===== src/hw/fac_consts.svh =====
// Register offsets, reset values, field positions and bus constants of the fan alarm bank.
`ifndef FAC_CONSTS_SVH
`define FAC_CONSTS_SVH

// ********************************************************************
// Register offsets
// ********************************************************************
`define FAC_OFF_CTRL3 8'h02
`define FAC_OFF_FAN_FAULT_DUTY 8'h03
`define FAC_OFF_MASK 8'h04
`define FAC_OFF_IDEAL 8'h05
`define FAC_OFF_RH_UP 8'h06
`define FAC_OFF_RH_LO 8'h07
`define FAC_OFF_LOT_UP 8'h08
`define FAC_OFF_LOT_LO 8'h09

// ********************************************************************
// Reset values
// ********************************************************************
`define FAC_RST_CTRL3 7'h03
`define FAC_RST_FAN_FAULT_DUTY 8'hff
`define FAC_RST_MASK 8'hc0
`define FAC_RST_IDEAL 8'h18
`define FAC_RST_LIM_UP 8'h55
`define FAC_RST_LIM_LO 3'h0

// ********************************************************************
// Field positions
// ********************************************************************
`define FAC_CLEAR_FAN_FAIL_BIT 7
`define FAC_STRETCH_BIT 2
`define FAC_MON_MSB 1
`define FAC_CTRL3_MSB 6
`define FAC_LOCAL_HIGH_ALARM_MASK_BIT 5
`define FAC_LOCAL_OVERTEMP_ALARM_MASK_BIT 4
`define FAC_REMOTE_HIGH_ALARM_MASK_BIT 3
`define FAC_REMOTE_OVERTEMP_ALARM_MASK_BIT 2
`define FAC_IDEAL_MSB 5
`define FAC_LIM_LO_MSB 7
`define FAC_LIM_LO_LSB 5
`define FAC_LIM_PAD 5'h00
`define FAC_NUM_TACH 2

// ********************************************************************
// Power-up load range and serial bus
// ********************************************************************
`define FAC_NV_FIRST 8'h02
`define FAC_NV_LAST 8'h09
`define FAC_I2C_ADDR 7'h50
`define FAC_BIT_LAST 4'h7
`define FAC_BIT_ACK 4'h8
`define FAC_BIT_ZERO 4'h0
`define FAC_PTR_STEP 8'h01

`endif


===== src/hw/fac_pkg.sv =====
// Types shared by the fan alarm register bank modules.
package fac_pkg;
  typedef enum logic [2:0] {
    I2C_IDLE,
    I2C_ADDR,
    I2C_PTR,
    I2C_WR,
    I2C_RD
  } fac_i2c_state_t;

  typedef enum logic [1:0] {
    LOAD_ADDR,
    LOAD_DATA,
    LOAD_DONE
  } fac_load_state_t;
endpackage


===== src/hw/fac_reg_if.sv =====
// Register write and read carrier between the bank and its access agents.
`timescale 1ns/1ps
interface fac_reg_if;
  logic wrEn;
  logic [7:0] addr;
  logic [7:0] wdata;
  logic [7:0] rdata;
  modport master (output wrEn, output addr, output wdata, input rdata);
  modport slave (input wrEn, input addr, input wdata, output rdata);
endinterface


===== src/hw/fac_nv_loader.sv =====
// Power-up copier from the nonvolatile store into the register bank.
`timescale 1ns/1ps
`include "fac_consts.svh"
module fac_nv_loader
  import fac_pkg::*;
(
  input wire logic ref_clk,
  input wire logic sys_rst,
  input wire logic [7:0] nvData,
  output logic [7:0] nvAddr,
  output logic loadDone,
  fac_reg_if.master bus
);
  fac_load_state_t state_q;
  logic [7:0] idx_q;

  // One read cycle of latency: address in LOAD_ADDR, data taken in LOAD_DATA.
  assign nvAddr = idx_q;
  assign bus.wrEn = (state_q == LOAD_DATA);
  assign bus.addr = idx_q;
  assign bus.wdata = nvData;

  always_ff @(posedge ref_clk) begin
    if (sys_rst) begin
      state_q <= LOAD_ADDR;
      idx_q <= `FAC_NV_FIRST;
      loadDone <= 1'b0;
    end else begin
      case (state_q)
        LOAD_ADDR: begin
          state_q <= LOAD_DATA;
        end
        LOAD_DATA: begin
          if (idx_q == `FAC_NV_LAST) begin
            state_q <= LOAD_DONE;
            loadDone <= 1'b1;
          end else begin
            idx_q <= idx_q + `FAC_PTR_STEP;
            state_q <= LOAD_ADDR;
          end
        end
        LOAD_DONE: begin
          loadDone <= 1'b1;
        end
        default: begin
          state_q <= LOAD_ADDR;
        end
      endcase
    end
  end
endmodule


===== src/hw/fac_i2c_slave.sv =====
// Two-wire serial bus slave with a register pointer and auto-increment.
`timescale 1ns/1ps
`include "fac_consts.svh"
module fac_i2c_slave
  import fac_pkg::*;
#(
  parameter logic [6:0] DEV_ADDR = `FAC_I2C_ADDR
)
(
  input wire logic ref_clk,
  input wire logic sys_rst,
  input wire logic sclIn,
  input wire logic sdaIn,
  output logic sdaOe,
  fac_reg_if.master bus
);
  fac_i2c_state_t state_q;
  logic [1:0] sclSync_q;
  logic [1:0] sdaSync_q;
  logic sclPrev_q;
  logic sdaPrev_q;
  logic [3:0] bitCnt_q;
  logic [7:0] shift_q;
  logic [7:0] ptr_q;
  logic rdNack_q;
  logic skipFall_q;

  wire sclS = sclSync_q[1];
  wire sdaS = sdaSync_q[1];
  wire startSeen = sclS & sclPrev_q & sdaPrev_q & ~sdaS;
  wire stopSeen = sclS & sclPrev_q & ~sdaPrev_q & sdaS;
  wire sclRise = sclS & ~sclPrev_q;
  wire sclFall = ~sclS & sclPrev_q;
  wire addrHit = (shift_q[7:1] == DEV_ADDR);
  wire byteEnd = sclFall & (bitCnt_q == `FAC_BIT_LAST);

  assign bus.wrEn = byteEnd & (state_q == I2C_WR);
  assign bus.addr = ptr_q;
  assign bus.wdata = shift_q;

  always_ff @(posedge ref_clk) begin
    if (sys_rst) begin
      sclSync_q <= 2'h3;
      sdaSync_q <= 2'h3;
      sclPrev_q <= 1'b1;
      sdaPrev_q <= 1'b1;
    end else begin
      sclSync_q <= {sclSync_q[0], sclIn};
      sdaSync_q <= {sdaSync_q[0], sdaIn};
      sclPrev_q <= sclS;
      sdaPrev_q <= sdaS;
    end
  end

  always_ff @(posedge ref_clk) begin
    if (sys_rst) begin
      state_q <= I2C_IDLE;
      bitCnt_q <= `FAC_BIT_ZERO;
      shift_q <= 8'h00;
      ptr_q <= 8'h00;
      rdNack_q <= 1'b0;
      skipFall_q <= 1'b0;
      sdaOe <= 1'b0;
    end else if (startSeen) begin
      state_q <= I2C_ADDR;
      skipFall_q <= 1'b1;
      bitCnt_q <= `FAC_BIT_ZERO;
      sdaOe <= 1'b0;
    end else if (stopSeen) begin
      state_q <= I2C_IDLE;
      sdaOe <= 1'b0;
    end else if (state_q != I2C_IDLE) begin
      if (sclRise) begin
        if (bitCnt_q == `FAC_BIT_ACK) begin
          rdNack_q <= sdaS;
        end else if (state_q != I2C_RD) begin
          shift_q <= {shift_q[6:0], sdaS};
        end
      end
      // The clock fall that closes a start condition is not a data bit.
      if (sclFall && skipFall_q) begin
        skipFall_q <= 1'b0;
      end else if (sclFall) begin
        if (bitCnt_q < `FAC_BIT_LAST) begin
          bitCnt_q <= bitCnt_q + 4'h1;
          if (state_q == I2C_RD) begin
            sdaOe <= ~shift_q[6];
            shift_q <= {shift_q[6:0], 1'b0};
          end
        end else if (bitCnt_q == `FAC_BIT_LAST) begin
          bitCnt_q <= `FAC_BIT_ACK;
          case (state_q)
            I2C_ADDR: sdaOe <= addrHit;
            I2C_PTR: begin
              ptr_q <= shift_q;
              sdaOe <= 1'b1;
            end
            I2C_WR: begin
              ptr_q <= ptr_q + `FAC_PTR_STEP;
              sdaOe <= 1'b1;
            end
            default: sdaOe <= 1'b0;
          endcase
        end else begin
          bitCnt_q <= `FAC_BIT_ZERO;
          sdaOe <= 1'b0;
          case (state_q)
            I2C_ADDR: begin
              if (!addrHit) begin
                state_q <= I2C_IDLE;
              end else if (shift_q[0]) begin
                state_q <= I2C_RD;
                shift_q <= bus.rdata;
                sdaOe <= ~bus.rdata[7];
                ptr_q <= ptr_q + `FAC_PTR_STEP;
              end else begin
                state_q <= I2C_PTR;
              end
            end
            I2C_PTR: state_q <= I2C_WR;
            I2C_WR: state_q <= I2C_WR;
            I2C_RD: begin
              if (rdNack_q) begin
                state_q <= I2C_IDLE;
              end else begin
                shift_q <= bus.rdata;
                sdaOe <= ~bus.rdata[7];
                ptr_q <= ptr_q + `FAC_PTR_STEP;
              end
            end
            default: state_q <= I2C_IDLE;
          endcase
        end
      end
    end
  end
endmodule


===== src/hw/fac_alarm_regs.sv =====
// Fan alarm configuration register bank with alarm routing and fault duty control.
`timescale 1ns/1ps
`include "fac_consts.svh"

module fac_alarm_regs
  import fac_pkg::*;
(
  input wire logic ref_clk,
  input wire logic sys_rst,
  input wire logic sclIn,
  input wire logic sdaIn,
  output logic sdaOut,
  output logic sdaOe,
  input wire logic [7:0] nvData,
  output logic [7:0] nvAddr,
  output logic loadDone,
  input wire logic [15:0] localTemp,
  input wire logic [15:0] remoteTemp,
  input wire logic localHighAlarm,
  input wire logic remoteOvertempAlarm,
  input wire logic pwmLowestFreq,
  input wire logic failInterruptMode,
  input wire logic firstSpeedAlarmEvent,
  input wire logic secondSpeedAlarmEvent,
  output logic stretchActive,
  output logic firstSpeedMonitorEnable,
  output logic secondSpeedMonitorEnable,
  output logic [1:0] fanFailStatus,
  output logic faultDutyActive,
  output logic [7:0] faultDuty,
  output logic [5:0] idealityCode,
  output logic alertOut_n,
  output logic shutdownOut_n,
  output logic failOut_n
);
  // ********************************************************************
  // Access agents
  // ********************************************************************
  fac_reg_if hostIf ();
  fac_reg_if nvIf ();

  fac_i2c_slave u_i2c (
    .ref_clk(ref_clk),
    .sys_rst(sys_rst),
    .sclIn(sclIn),
    .sdaIn(sdaIn),
    .sdaOe(sdaOe),
    .bus(hostIf.master)
  );

  fac_nv_loader u_loader (
    .ref_clk(ref_clk),
    .sys_rst(sys_rst),
    .nvData(nvData),
    .nvAddr(nvAddr),
    .loadDone(loadDone),
    .bus(nvIf.master)
  );

  function automatic logic regHit(input logic [7:0] a, input logic [7:0] off);
    return a == off;
  endfunction

  // ********************************************************************
  // Write selection
  // ********************************************************************
  // Host writes are ignored until the power-up copy is complete.
  wire wrEn = loadDone ? hostIf.wrEn : nvIf.wrEn;
  wire [7:0] wrAddr = loadDone ? hostIf.addr : nvIf.addr;
  wire [7:0] wrData = loadDone ? hostIf.wdata : nvIf.wdata;
  assign nvIf.rdata = 8'h00;

  logic [6:0] ctrl3_q;
  logic [7:0] fan_fault_duty_q;
  logic [7:0] mask_q;
  logic [7:0] ideal_q;
  logic [7:0] rhUp_q;
  logic [2:0] rhLo_q;
  logic [7:0] lotUp_q;
  logic [2:0] lotLo_q;
  logic sdaLow_q;

  wire wrCtrl3 = wrEn & regHit(wrAddr, `FAC_OFF_CTRL3);
  wire wrFfdc = wrEn & regHit(wrAddr, `FAC_OFF_FAN_FAULT_DUTY);
  wire wrMask = wrEn & regHit(wrAddr, `FAC_OFF_MASK);
  wire wrIdeal = wrEn & regHit(wrAddr, `FAC_OFF_IDEAL);
  wire wrRhUp = wrEn & regHit(wrAddr, `FAC_OFF_RH_UP);
  wire wrRhLo = wrEn & regHit(wrAddr, `FAC_OFF_RH_LO);
  wire wrLotUp = wrEn & regHit(wrAddr, `FAC_OFF_LOT_UP);
  wire wrLotLo = wrEn & regHit(wrAddr, `FAC_OFF_LOT_LO);
  // Clear-fail is a pulse only; it is never stored, so it reads back as zero.
  wire clearFanFail = wrCtrl3 & wrData[`FAC_CLEAR_FAN_FAIL_BIT] & loadDone;

  // ********************************************************************
  // Register storage
  // ********************************************************************
  always_ff @(posedge ref_clk) begin
    if (sys_rst) begin
      ctrl3_q <= `FAC_RST_CTRL3;
    end else if (wrCtrl3) begin
      ctrl3_q <= wrData[`FAC_CTRL3_MSB:0];
    end
  end

  always_ff @(posedge ref_clk) begin
    if (sys_rst) begin
      fan_fault_duty_q <= `FAC_RST_FAN_FAULT_DUTY;
    end else if (wrFfdc) begin
      fan_fault_duty_q <= wrData;
    end
  end

  always_ff @(posedge ref_clk) begin
    if (sys_rst) begin
      mask_q <= `FAC_RST_MASK;
    end else if (wrMask) begin
      mask_q <= wrData;
    end
  end

  always_ff @(posedge ref_clk) begin
    if (sys_rst) begin
      ideal_q <= `FAC_RST_IDEAL;
    end else if (wrIdeal) begin
      ideal_q <= wrData;
    end
  end

  always_ff @(posedge ref_clk) begin
    if (sys_rst) begin
      rhUp_q <= `FAC_RST_LIM_UP;
    end else if (wrRhUp) begin
      rhUp_q <= wrData;
    end
  end

  always_ff @(posedge ref_clk) begin
    if (sys_rst) begin
      rhLo_q <= `FAC_RST_LIM_LO;
    end else if (wrRhLo) begin
      rhLo_q <= wrData[`FAC_LIM_LO_MSB:`FAC_LIM_LO_LSB];
    end
  end

  always_ff @(posedge ref_clk) begin
    if (sys_rst) begin
      lotUp_q <= `FAC_RST_LIM_UP;
    end else if (wrLotUp) begin
      lotUp_q <= wrData;
    end
  end

  always_ff @(posedge ref_clk) begin
    if (sys_rst) begin
      lotLo_q <= `FAC_RST_LIM_LO;
    end else if (wrLotLo) begin
      lotLo_q <= wrData[`FAC_LIM_LO_MSB:`FAC_LIM_LO_LSB];
    end
  end

  always_ff @(posedge ref_clk) begin
    if (sys_rst) begin
      sdaLow_q <= 1'b0;
    end else begin
      sdaLow_q <= 1'b0;
    end
  end

  // ********************************************************************
  // Read back
  // ********************************************************************
  wire [7:0] rdSel = hostIf.addr;
  assign hostIf.rdata =
    regHit(rdSel, `FAC_OFF_CTRL3) ? {1'b0, ctrl3_q} :
    regHit(rdSel, `FAC_OFF_FAN_FAULT_DUTY) ? fan_fault_duty_q :
    regHit(rdSel, `FAC_OFF_MASK) ? mask_q :
    regHit(rdSel, `FAC_OFF_IDEAL) ? ideal_q :
    regHit(rdSel, `FAC_OFF_RH_UP) ? rhUp_q :
    regHit(rdSel, `FAC_OFF_RH_LO) ? {rhLo_q, `FAC_LIM_PAD} :
    regHit(rdSel, `FAC_OFF_LOT_UP) ? lotUp_q :
    regHit(rdSel, `FAC_OFF_LOT_LO) ? {lotLo_q, `FAC_LIM_PAD} :
    8'h00;

  // ********************************************************************
  // Temperature comparisons
  // ********************************************************************
  wire signed [15:0] rhLimit = {rhUp_q, rhLo_q, `FAC_LIM_PAD};
  wire signed [15:0] lotLimit = {lotUp_q, lotLo_q, `FAC_LIM_PAD};
  wire remoteHighAlarm = $signed(remoteTemp) > rhLimit;
  wire localOvertempAlarm = $signed(localTemp) > lotLimit;

  wire alertNext = (localHighAlarm & ~mask_q[`FAC_LOCAL_HIGH_ALARM_MASK_BIT]) |
    (remoteHighAlarm & ~mask_q[`FAC_REMOTE_HIGH_ALARM_MASK_BIT]);
  wire shutdownNext = (localOvertempAlarm & ~mask_q[`FAC_LOCAL_OVERTEMP_ALARM_MASK_BIT]) |
    (remoteOvertempAlarm & ~mask_q[`FAC_REMOTE_OVERTEMP_ALARM_MASK_BIT]);

  // ********************************************************************
  // Tach fail status
  // ********************************************************************
  wire [1:0] speedEvent = {secondSpeedAlarmEvent, firstSpeedAlarmEvent};
  wire [1:0] monEnable = ctrl3_q[`FAC_MON_MSB:0];
  logic [1:0] failStatus_q;
  logic [1:0] failStatus_d;
  logic [1:0] failRouteLatched;
  logic [1:0] failRouteLive;

  genvar gi;
  generate
    for (gi = 0; gi < `FAC_NUM_TACH; gi++) begin : g_tach
      // Disable wins outright; otherwise a new event wins over clear-fail.
      assign failStatus_d[gi] = monEnable[gi] &
        (speedEvent[gi] | (failStatus_q[gi] & ~clearFanFail));
      assign failRouteLatched[gi] = failStatus_q[gi] & ~mask_q[gi];
      assign failRouteLive[gi] = speedEvent[gi] & monEnable[gi] & ~mask_q[gi];
    end
  endgenerate

  // Interrupt mode holds the output from status; comparator mode follows the event.
  wire failNext = failInterruptMode ? (|failRouteLatched) : (|failRouteLive);
  wire stretchNext = ctrl3_q[`FAC_STRETCH_BIT] & pwmLowestFreq;

  // ********************************************************************
  // Output registers
  // ********************************************************************
  // Every route is held inactive until the nonvolatile copy has landed.
  always_ff @(posedge ref_clk) begin
    if (sys_rst) begin
      failStatus_q <= 2'h0;
      faultDutyActive <= 1'b0;
    end else begin
      failStatus_q <= loadDone ? failStatus_d : 2'h0;
      faultDutyActive <= (|failStatus_d) & loadDone;
    end
  end

  always_ff @(posedge ref_clk) begin
    if (sys_rst) begin
      stretchActive <= 1'b0;
    end else begin
      stretchActive <= stretchNext & loadDone;
    end
  end

  always_ff @(posedge ref_clk) begin
    if (sys_rst) begin
      firstSpeedMonitorEnable <= 1'b0;
      secondSpeedMonitorEnable <= 1'b0;
    end else begin
      firstSpeedMonitorEnable <= monEnable[0] & loadDone;
      secondSpeedMonitorEnable <= monEnable[1] & loadDone;
    end
  end

  always_ff @(posedge ref_clk) begin
    if (sys_rst) begin
      faultDuty <= `FAC_RST_FAN_FAULT_DUTY;
      idealityCode <= 6'(`FAC_RST_IDEAL);
    end else begin
      faultDuty <= fan_fault_duty_q;
      idealityCode <= ideal_q[`FAC_IDEAL_MSB:0];
    end
  end

  always_ff @(posedge ref_clk) begin
    if (sys_rst) begin
      alertOut_n <= 1'b1;
      shutdownOut_n <= 1'b1;
    end else begin
      alertOut_n <= ~(alertNext & loadDone);
      shutdownOut_n <= ~(shutdownNext & loadDone);
    end
  end

  always_ff @(posedge ref_clk) begin
    if (sys_rst) begin
      failOut_n <= 1'b1;
    end else begin
      failOut_n <= ~(failNext & loadDone);
    end
  end

  assign fanFailStatus = failStatus_q;
  assign sdaOut = sdaLow_q;
endmodule


===== config.mk =====
export PLATFORM = sky130hd
export DESIGN_NAME = fac_alarm_regs
export DESIGN_NICKNAME = d
export VERILOG_FILES = /design/src/hw/fac_pkg.sv /design/src/hw/fac_reg_if.sv /design/src/hw/fac_nv_loader.sv /design/src/hw/fac_i2c_slave.sv /design/src/hw/fac_alarm_regs.sv
export VERILOG_INCLUDE_DIRS = /design/src /design/src/hw
export SDC_FILE = /design/constraint.sdc
export NUM_CORES = 1
export LEC_CHECK = 0
export ABC_AREA = 1
export BUFFER_PORTS_ARGS = -buffer_cell sky130_fd_sc_hd__buf_2
export CAP_MARGIN = 10
export CORE_UTILIZATION = 55
export DETAILED_ROUTE_END_ITERATION = 6
export PLACE_DENSITY = 0.77
export SYNTH_ARGS = -nofsm -noshare
export SYNTH_HDL_FRONTEND = slang
export SYNTH_SLANG_ARGS = --single-unit

===== constraint.sdc =====
create_clock -name ref_clk -period 4.95 [get_ports ref_clk]
set_clock_uncertainty 0.2 [all_clocks]
set_input_delay 0.99 -clock ref_clk [delete_from_list [all_inputs] [get_ports ref_clk]]
set_output_delay 0.99 -clock ref_clk [all_outputs]
set_load 0.01 [all_outputs]

; ---- Word-level counts from Yosys, hierarchy flattened
; Cells that the tools add are included.
[totals]
ff_bits = 119
latch_bits = 0
mem_bits_rw = 0
mem_bits_ro = 0
n_memories = 0
[classes]
add_sub_neg = 3
mul = 0
div_mod_pow = 0
order_cmp = 3
n_eq_ne = 39
shift = 0
muxes = 59
n_bitwise = 68
n_reduce_logical = 26
[ops]
columns = operator, count
row1 = $mux 8, 25
row2 = $eq 8x3->1 const B, 8
row3 = $pmux 8 s2, 3
row4 = $and 1x1->1, 41
row5 = $eq 8x4->1 const B, 5
row6 = $eq 8x2->1 const B, 4
row7 = $gt 16x16->1, 2
row8 = $not 1->1, 23
row9 = $mux 1, 20
row10 = $add 8x1->8 const B, 2
row11 = $ne 3x1->1 const B, 5
row12 = $reduce_and 6->1, 2
row13 = $reduce_bool 3->1, 4
row14 = $reduce_or 2->1, 6
row15 = $reduce_and 11->1, 1
row16 = $mux 3, 3
row17 = $ne 3x3->1 const B, 3
row18 = $pmux 3 s3, 1
row19 = $mux 4, 2
row20 = $reduce_and 4->1, 2
row21 = $eq 7x7->1 const B, 1
row22 = $eq 3x2->1 const B, 2
row23 = $ne 2x1->1 const B, 3
row24 = $pmux 1 s2, 3
row25 = 20 further kinds, 27

; ---- Depth between registers and ports, before layout
[depth]
word_depth = 16
depth_mapped = 18
depth_no_buf = 18

; ---- Hierarchy
; From an unflattened synthesis, not the netlist that was laid out.
[unflattened]
cells_unflattened = 956
area_unflattened_um2 = 6665.1
[by_module_without_submodules]
columns = mod, instances, cells_each, area_per_inst_um2, seq_area_each_um2
row1 = fac_alarm_regs, 1, 556, 3978.8, 1521.5
row2 = fac_i2c_slave, 1, 299, 1983.2, 640.6
row3 = fac_nv_loader, 1, 101, 703.2, 220.2

; ---- Worst setup path before layout
; No wires, ideal clock.
[synth_timing]
path_kind = input to register
startpoint = in localTemp[7]
endpoint = reg shutdownOut_n
t_arrival_ps = 2066
required_ps = 4630
setup_slack_ps = 2564
path_stages = 10
path_buffers = 0
cell_sequence = ha_1 nand2_1 o21ai_0 a31oi_1 o21ai_0 a21boi_0 o21ai_0 o211ai_1 o21ai_0 nand2_1
[synth_via]
elab_chain_len = 5
[synth_rtl]
columns = element, line_no
row1 = from (decl), fac_alarm_regs.sv:17  ; input wire logic [15:0] localTemp,
row2 = $gt 16x16->1, fac_alarm_regs.sv:190  ; wire localOvertempAlarm = $signed(localTemp) > lotLimit;
row3 = $and 1x1->1, fac_alarm_regs.sv:194  ; wire shutdownNext = (localOvertempAlarm & ~mask_q[`FAC_LOCAL_OVERTEMP_ALARM_MASK_BIT]) |
row4 = $or 1x1->1, fac_alarm_regs.sv:194
row5 = $and 1x1->1, fac_alarm_regs.sv:270  ; shutdownOut_n <= ~(shutdownNext & loadDone);
row6 = $not 1->1, fac_alarm_regs.sv:270
row7 = to (signal assigned), fac_alarm_regs.sv:270
row8 = to (decl), fac_alarm_regs.sv:33  ; output logic shutdownOut_n,
; No other way between the ends.
; A chain may end at the register's enable or synchronous reset.

; ---- Worst setup path after layout
[layout_timing]
startpoint = reg u_loader.loadDone
endpoint = reg faultDutyActive
[layout_via]
elab_chain_len = 11
word_cells_on_any_way = 16
[layout_rtl]
columns = element, line_no
row1 = from (decl), fac_nv_loader.sv:11  ; output logic loadDone,
row2 = from (signal assigned), fac_nv_loader.sv:27  ; loadDone <= 1'b0;
row3 = from (signal assigned), fac_nv_loader.sv:36  ; loadDone <= 1'b1;
row4 = from (signal assigned), fac_nv_loader.sv:43  ; loadDone <= 1'b1;
row5 = $mux 8, fac_alarm_regs.sv:69  ; wire [7:0] wrAddr = loadDone ? hostIf.addr : nvIf.addr;
row6 = $eq 8x2->1, fac_alarm_regs.sv:61  ; return a == off;
row7 = $and 1x1->1, fac_alarm_regs.sv:83  ; wire wrCtrl3 = wrEn & regHit(wrAddr, `FAC_OFF_CTRL3);
row8 = $and 1x1->1 (2 in a row), fac_alarm_regs.sv:92  ; wire clearFanFail = wrCtrl3 & wrData[`FAC_CLEAR_FAN_FAIL_BIT] & loadDone;
row9 = $not 1->1, fac_alarm_regs.sv:212  ; (speedEvent[gi] | (failStatus_q[gi] & ~clearFanFail));
row10 = $and 1x1->1, fac_alarm_regs.sv:212
row11 = $or 1x1->1, fac_alarm_regs.sv:212
row12 = $and 1x1->1, fac_alarm_regs.sv:211  ; assign failStatus_d[gi] = monEnable[gi] &
row13 = $reduce_or 2->1, fac_alarm_regs.sv:232  ; faultDutyActive <= (|failStatus_d) & loadDone;
row14 = $and 1x1->1 *, fac_alarm_regs.sv:232
row15 = to (signal assigned), fac_alarm_regs.sv:232
row16 = to (decl), fac_alarm_regs.sv:29  ; output logic faultDutyActive,
; Mark *: on every way between the ends. The rest lies on a longest branch, timed or not.

==> qor.yml <==
power:
  power.total_uw: 2370
  ir_drop_v: 0.000363
  powerDensity_nw_per_um2: 322
  p_leak_uw: 0.00329
grt:
  grt_pass1_wl_um: 27800
  use_met2_pct: 49.3
  met1_usage_pct: 38.8
  grtUsageTotal_pct: 30.7
  overflow: 0
  gr-usage-met3_pct: 7.53
  grt_pass1_vias: 5785
  grt.busiest_layer: "met2"
  grt_max_degree: 73
  antenna_found_initial: 0
layout:
  antenna_cells: 0
  fillers: 1026
  drive_above_1_share_pct: 13.0
  final_common_cell: "nand2_1"
  syn2layout_area_growth_pct: 16.4
  num-nets-final: 1069
  final_cell_mix: "207 x nand2_1, 129 x inv_1, 119 x dfxtp_1, 103 x o21ai_0, 92 x a21oi_1"
synth:
  ys_ff_latch: 119
  ys_seq_area_share_pct: 37.7
  synthCells: 915
  syn_nets: 995
  ys_types: 40
  synth-async-reset-ratio_pct: 0
  yosys_warnings: 0
  synth_edf_count: 0
  synthFlopType: "dfxtp_1"
  synth_area_um2: 6330
  avgSynthCellArea_um2: 6.91
min_path:
  hold_start: "u_loader.state_q[0]$_SDFFE_PP0N_"
  holdCritPathClass: "flop to flop"
sta:
  setup_viol: 0
  worstMarginPinSlew_ps: 1200
  drv_slew: 0
  finalSetupTns_ps: 0
  rsz0062_at_grt: "no"
  period_share_pct: 58.7
  finalHoldViolations: 0
  post-route-min-period_ps: 2900
  max_freq_mhz: 344
  max-slew-margin-rel_pct: 19.4
placed_design:
  place_congestion: 0.994
  portBuffers: 82
  dpl.hpwl_um: 12400
setup_path:
  worst-setup-path-type: "flop to flop"
  crit_path_end: "faultDutyActive$_SDFF_PP0_"
  crit_path_start_kind: "flop"
  crit_fanout: 20
  rrSetupSlack_ps: 2050
  crit_arrival_ps: 3000
  cp.required_ps: 5040
  rr_startpoint: "u_loader.loadDone$_SDFFE_PP0P_"
  r2r-end: "faultDutyActive$_SDFF_PP0_"
  end_kind: "flop"
  crit_path_start: "u_loader.loadDone$_SDFFE_PP0P_"
  rr_worst_depth: 7
drt:
  vias: 6334
  ant_nets: 0
  vias_per_cell: 5.56
  route.detailed.drc: 0
  wl_um: 17400
  drtIter0Drc: 625
  dr.pass1.iters: 5
  wl_per_cell_um: 15.2
floorplanning:
  core_region_area_um2: 11000
  die_y_um: 109
  die_w_um: 109
  num_rows: 38
  start_util_pct: 57.4
  io_pins: 84
  die-area_um2: 11900
clock_tree:
  post_cts_buffers: 0
  postCtsResizedCells: 0
  postCtsHoldBufs: 0
  cts_max_path_buffers: 2
  cts.clk_slew.worst_paths_ps: 50
  ctsRootBufferMaster: "clkbuf_16"
  cts_sinks: 119
  h-tree-depth: 4
  cts_tree: "yes"
  clk_latency_ps: 420
  cts_made_buffers: 17
outcome:
  status: "complete, no violations"
job:
  cap_violations: 0
logic make-up after synthesis:
group           Yosys count  synth area share (%)
other cells               1                0.0593
compound gates          262                  23.5
xor+xnor                  1                 0.138
fa+ha+maj                30                  5.93
simple gates            338                  22.6
flops                   119                  37.7
buf+inv                 164                  10.1
synth_stat cells (all sizes together) (2+ instances only):
master	number	area share, %
clkinv	2	0.12
a21oi	92	7.3
or2	5	0.49
dfxtp	119	38
nand4	9	0.99
a221oi	7	0.97
o21ai	109	8.7
nor2	62	4.2
buf	13	1.1
clkbuf	16	0.95
inv	133	7.9
nand2	207	12
o211ai	27	3.2
a21boi	3	0.36
nor4	5	0.49
a31oi	9	0.89
ha	30	5.9
nor3	20	1.7
nor3b	2	0.24
nand3	27	2.1
a211oi	7	0.83
registers in the layout, summed over array words and instances, names as in the netlist, 3 cells and up:
register	cells
u_i2c.bus.addr	8
faultDuty	8
rhUp_q	8
lotUp_q	8
ideal_q	8
u_i2c.state_q	3
idealityCode	6
lotLo_q	3
rhLo_q	3
u_i2c.bitCnt_q	4
u_loader.bus.addr	8
ctrl3_q	7
fan_fault_duty_q	8
u_i2c.bus.wdata	8
mask_q	8
per-layer routing:
| metal | part of all wire (%) | routed length, µm | vias up |
|---|---|---|---|
| met4 | 2.5 | 434 | 0 |
| met2 | 46 | 7990 | 289 |
| met1 | 43 | 7510 | 2824 |
| met5 | 0 | 0 | - |
| met3 | 8.2 | 1430 | 35 |
| li1 | - | - | 3186 |
worst min-delay path by stage:
stage | endpoint | depth (start not counted)
after floorplan | u_i2c.sclSync_q[1]$_SDFF_PP1_ | 1
after CTS | u_loader.state_q[0]$_SDFFE_PP0N_ | 1
after global routing | u_loader.state_q[0]$_SDFFE_PP0N_ | 1
after global placement | u_i2c.sdaSync_q[1]$_SDFF_PP1_ | 1
after detailed placement | u_i2c.sdaSync_q[1]$_SDFF_PP1_ | 1
final | u_loader.state_q[0]$_SDFFE_PP0N_ | 1
stage by stage:
step | cells | worst slack (ps) | utilization (%) | hold WS [ps] | cell area (µm²)
after floorplan | 915 | 2560 | - | 189 | 6330
after global placement | 1110 | 2150 | 61.6 | 197 | 6790
after detailed placement | 1110 | 2120 | 61.6 | 199 | 6790
after CTS | 1140 | 2100 | 66.7 | 215 | 7360
after global routing | 1140 | 1780 | 66.7 | 220 | 7360
final | 1140 | 2050 | 66.7 | 212 | 7360
critical path, cell delays in order, from the launching register on:
cell and delay [ps]:
dfxtp_1 540, inv_1 390, o41ai_4 690, nand2_1 350
o21ai_0 260, inv_1 50, o21ai_0 190, a21oi_1 90
report_power, final:
| part | switching, µW | leakage, µW | internal [µW] | total, µW |
|---|---|---|---|---|
| combinational | 106 | 0.00205 | 56.8 | 163 |
| sequential | 15.1 | 0.000964 | 979 | 994 |
| clock | 431 | 0.000279 | 780 | 1210 |
final cells by class:
cell class                 instances  area [µm²]  share of cell area (%)
sequential                       119        2380                    32.4
clock buffer                      20         437                    5.93
timing repair buffer              84         425                    5.78
inverter                         135         507                    6.88
clock inverter                    10         131                    1.78
tap                              140         175                    2.38
multi-input combinational        632        3300                    44.9
Power figures use the tool's default switching activity.
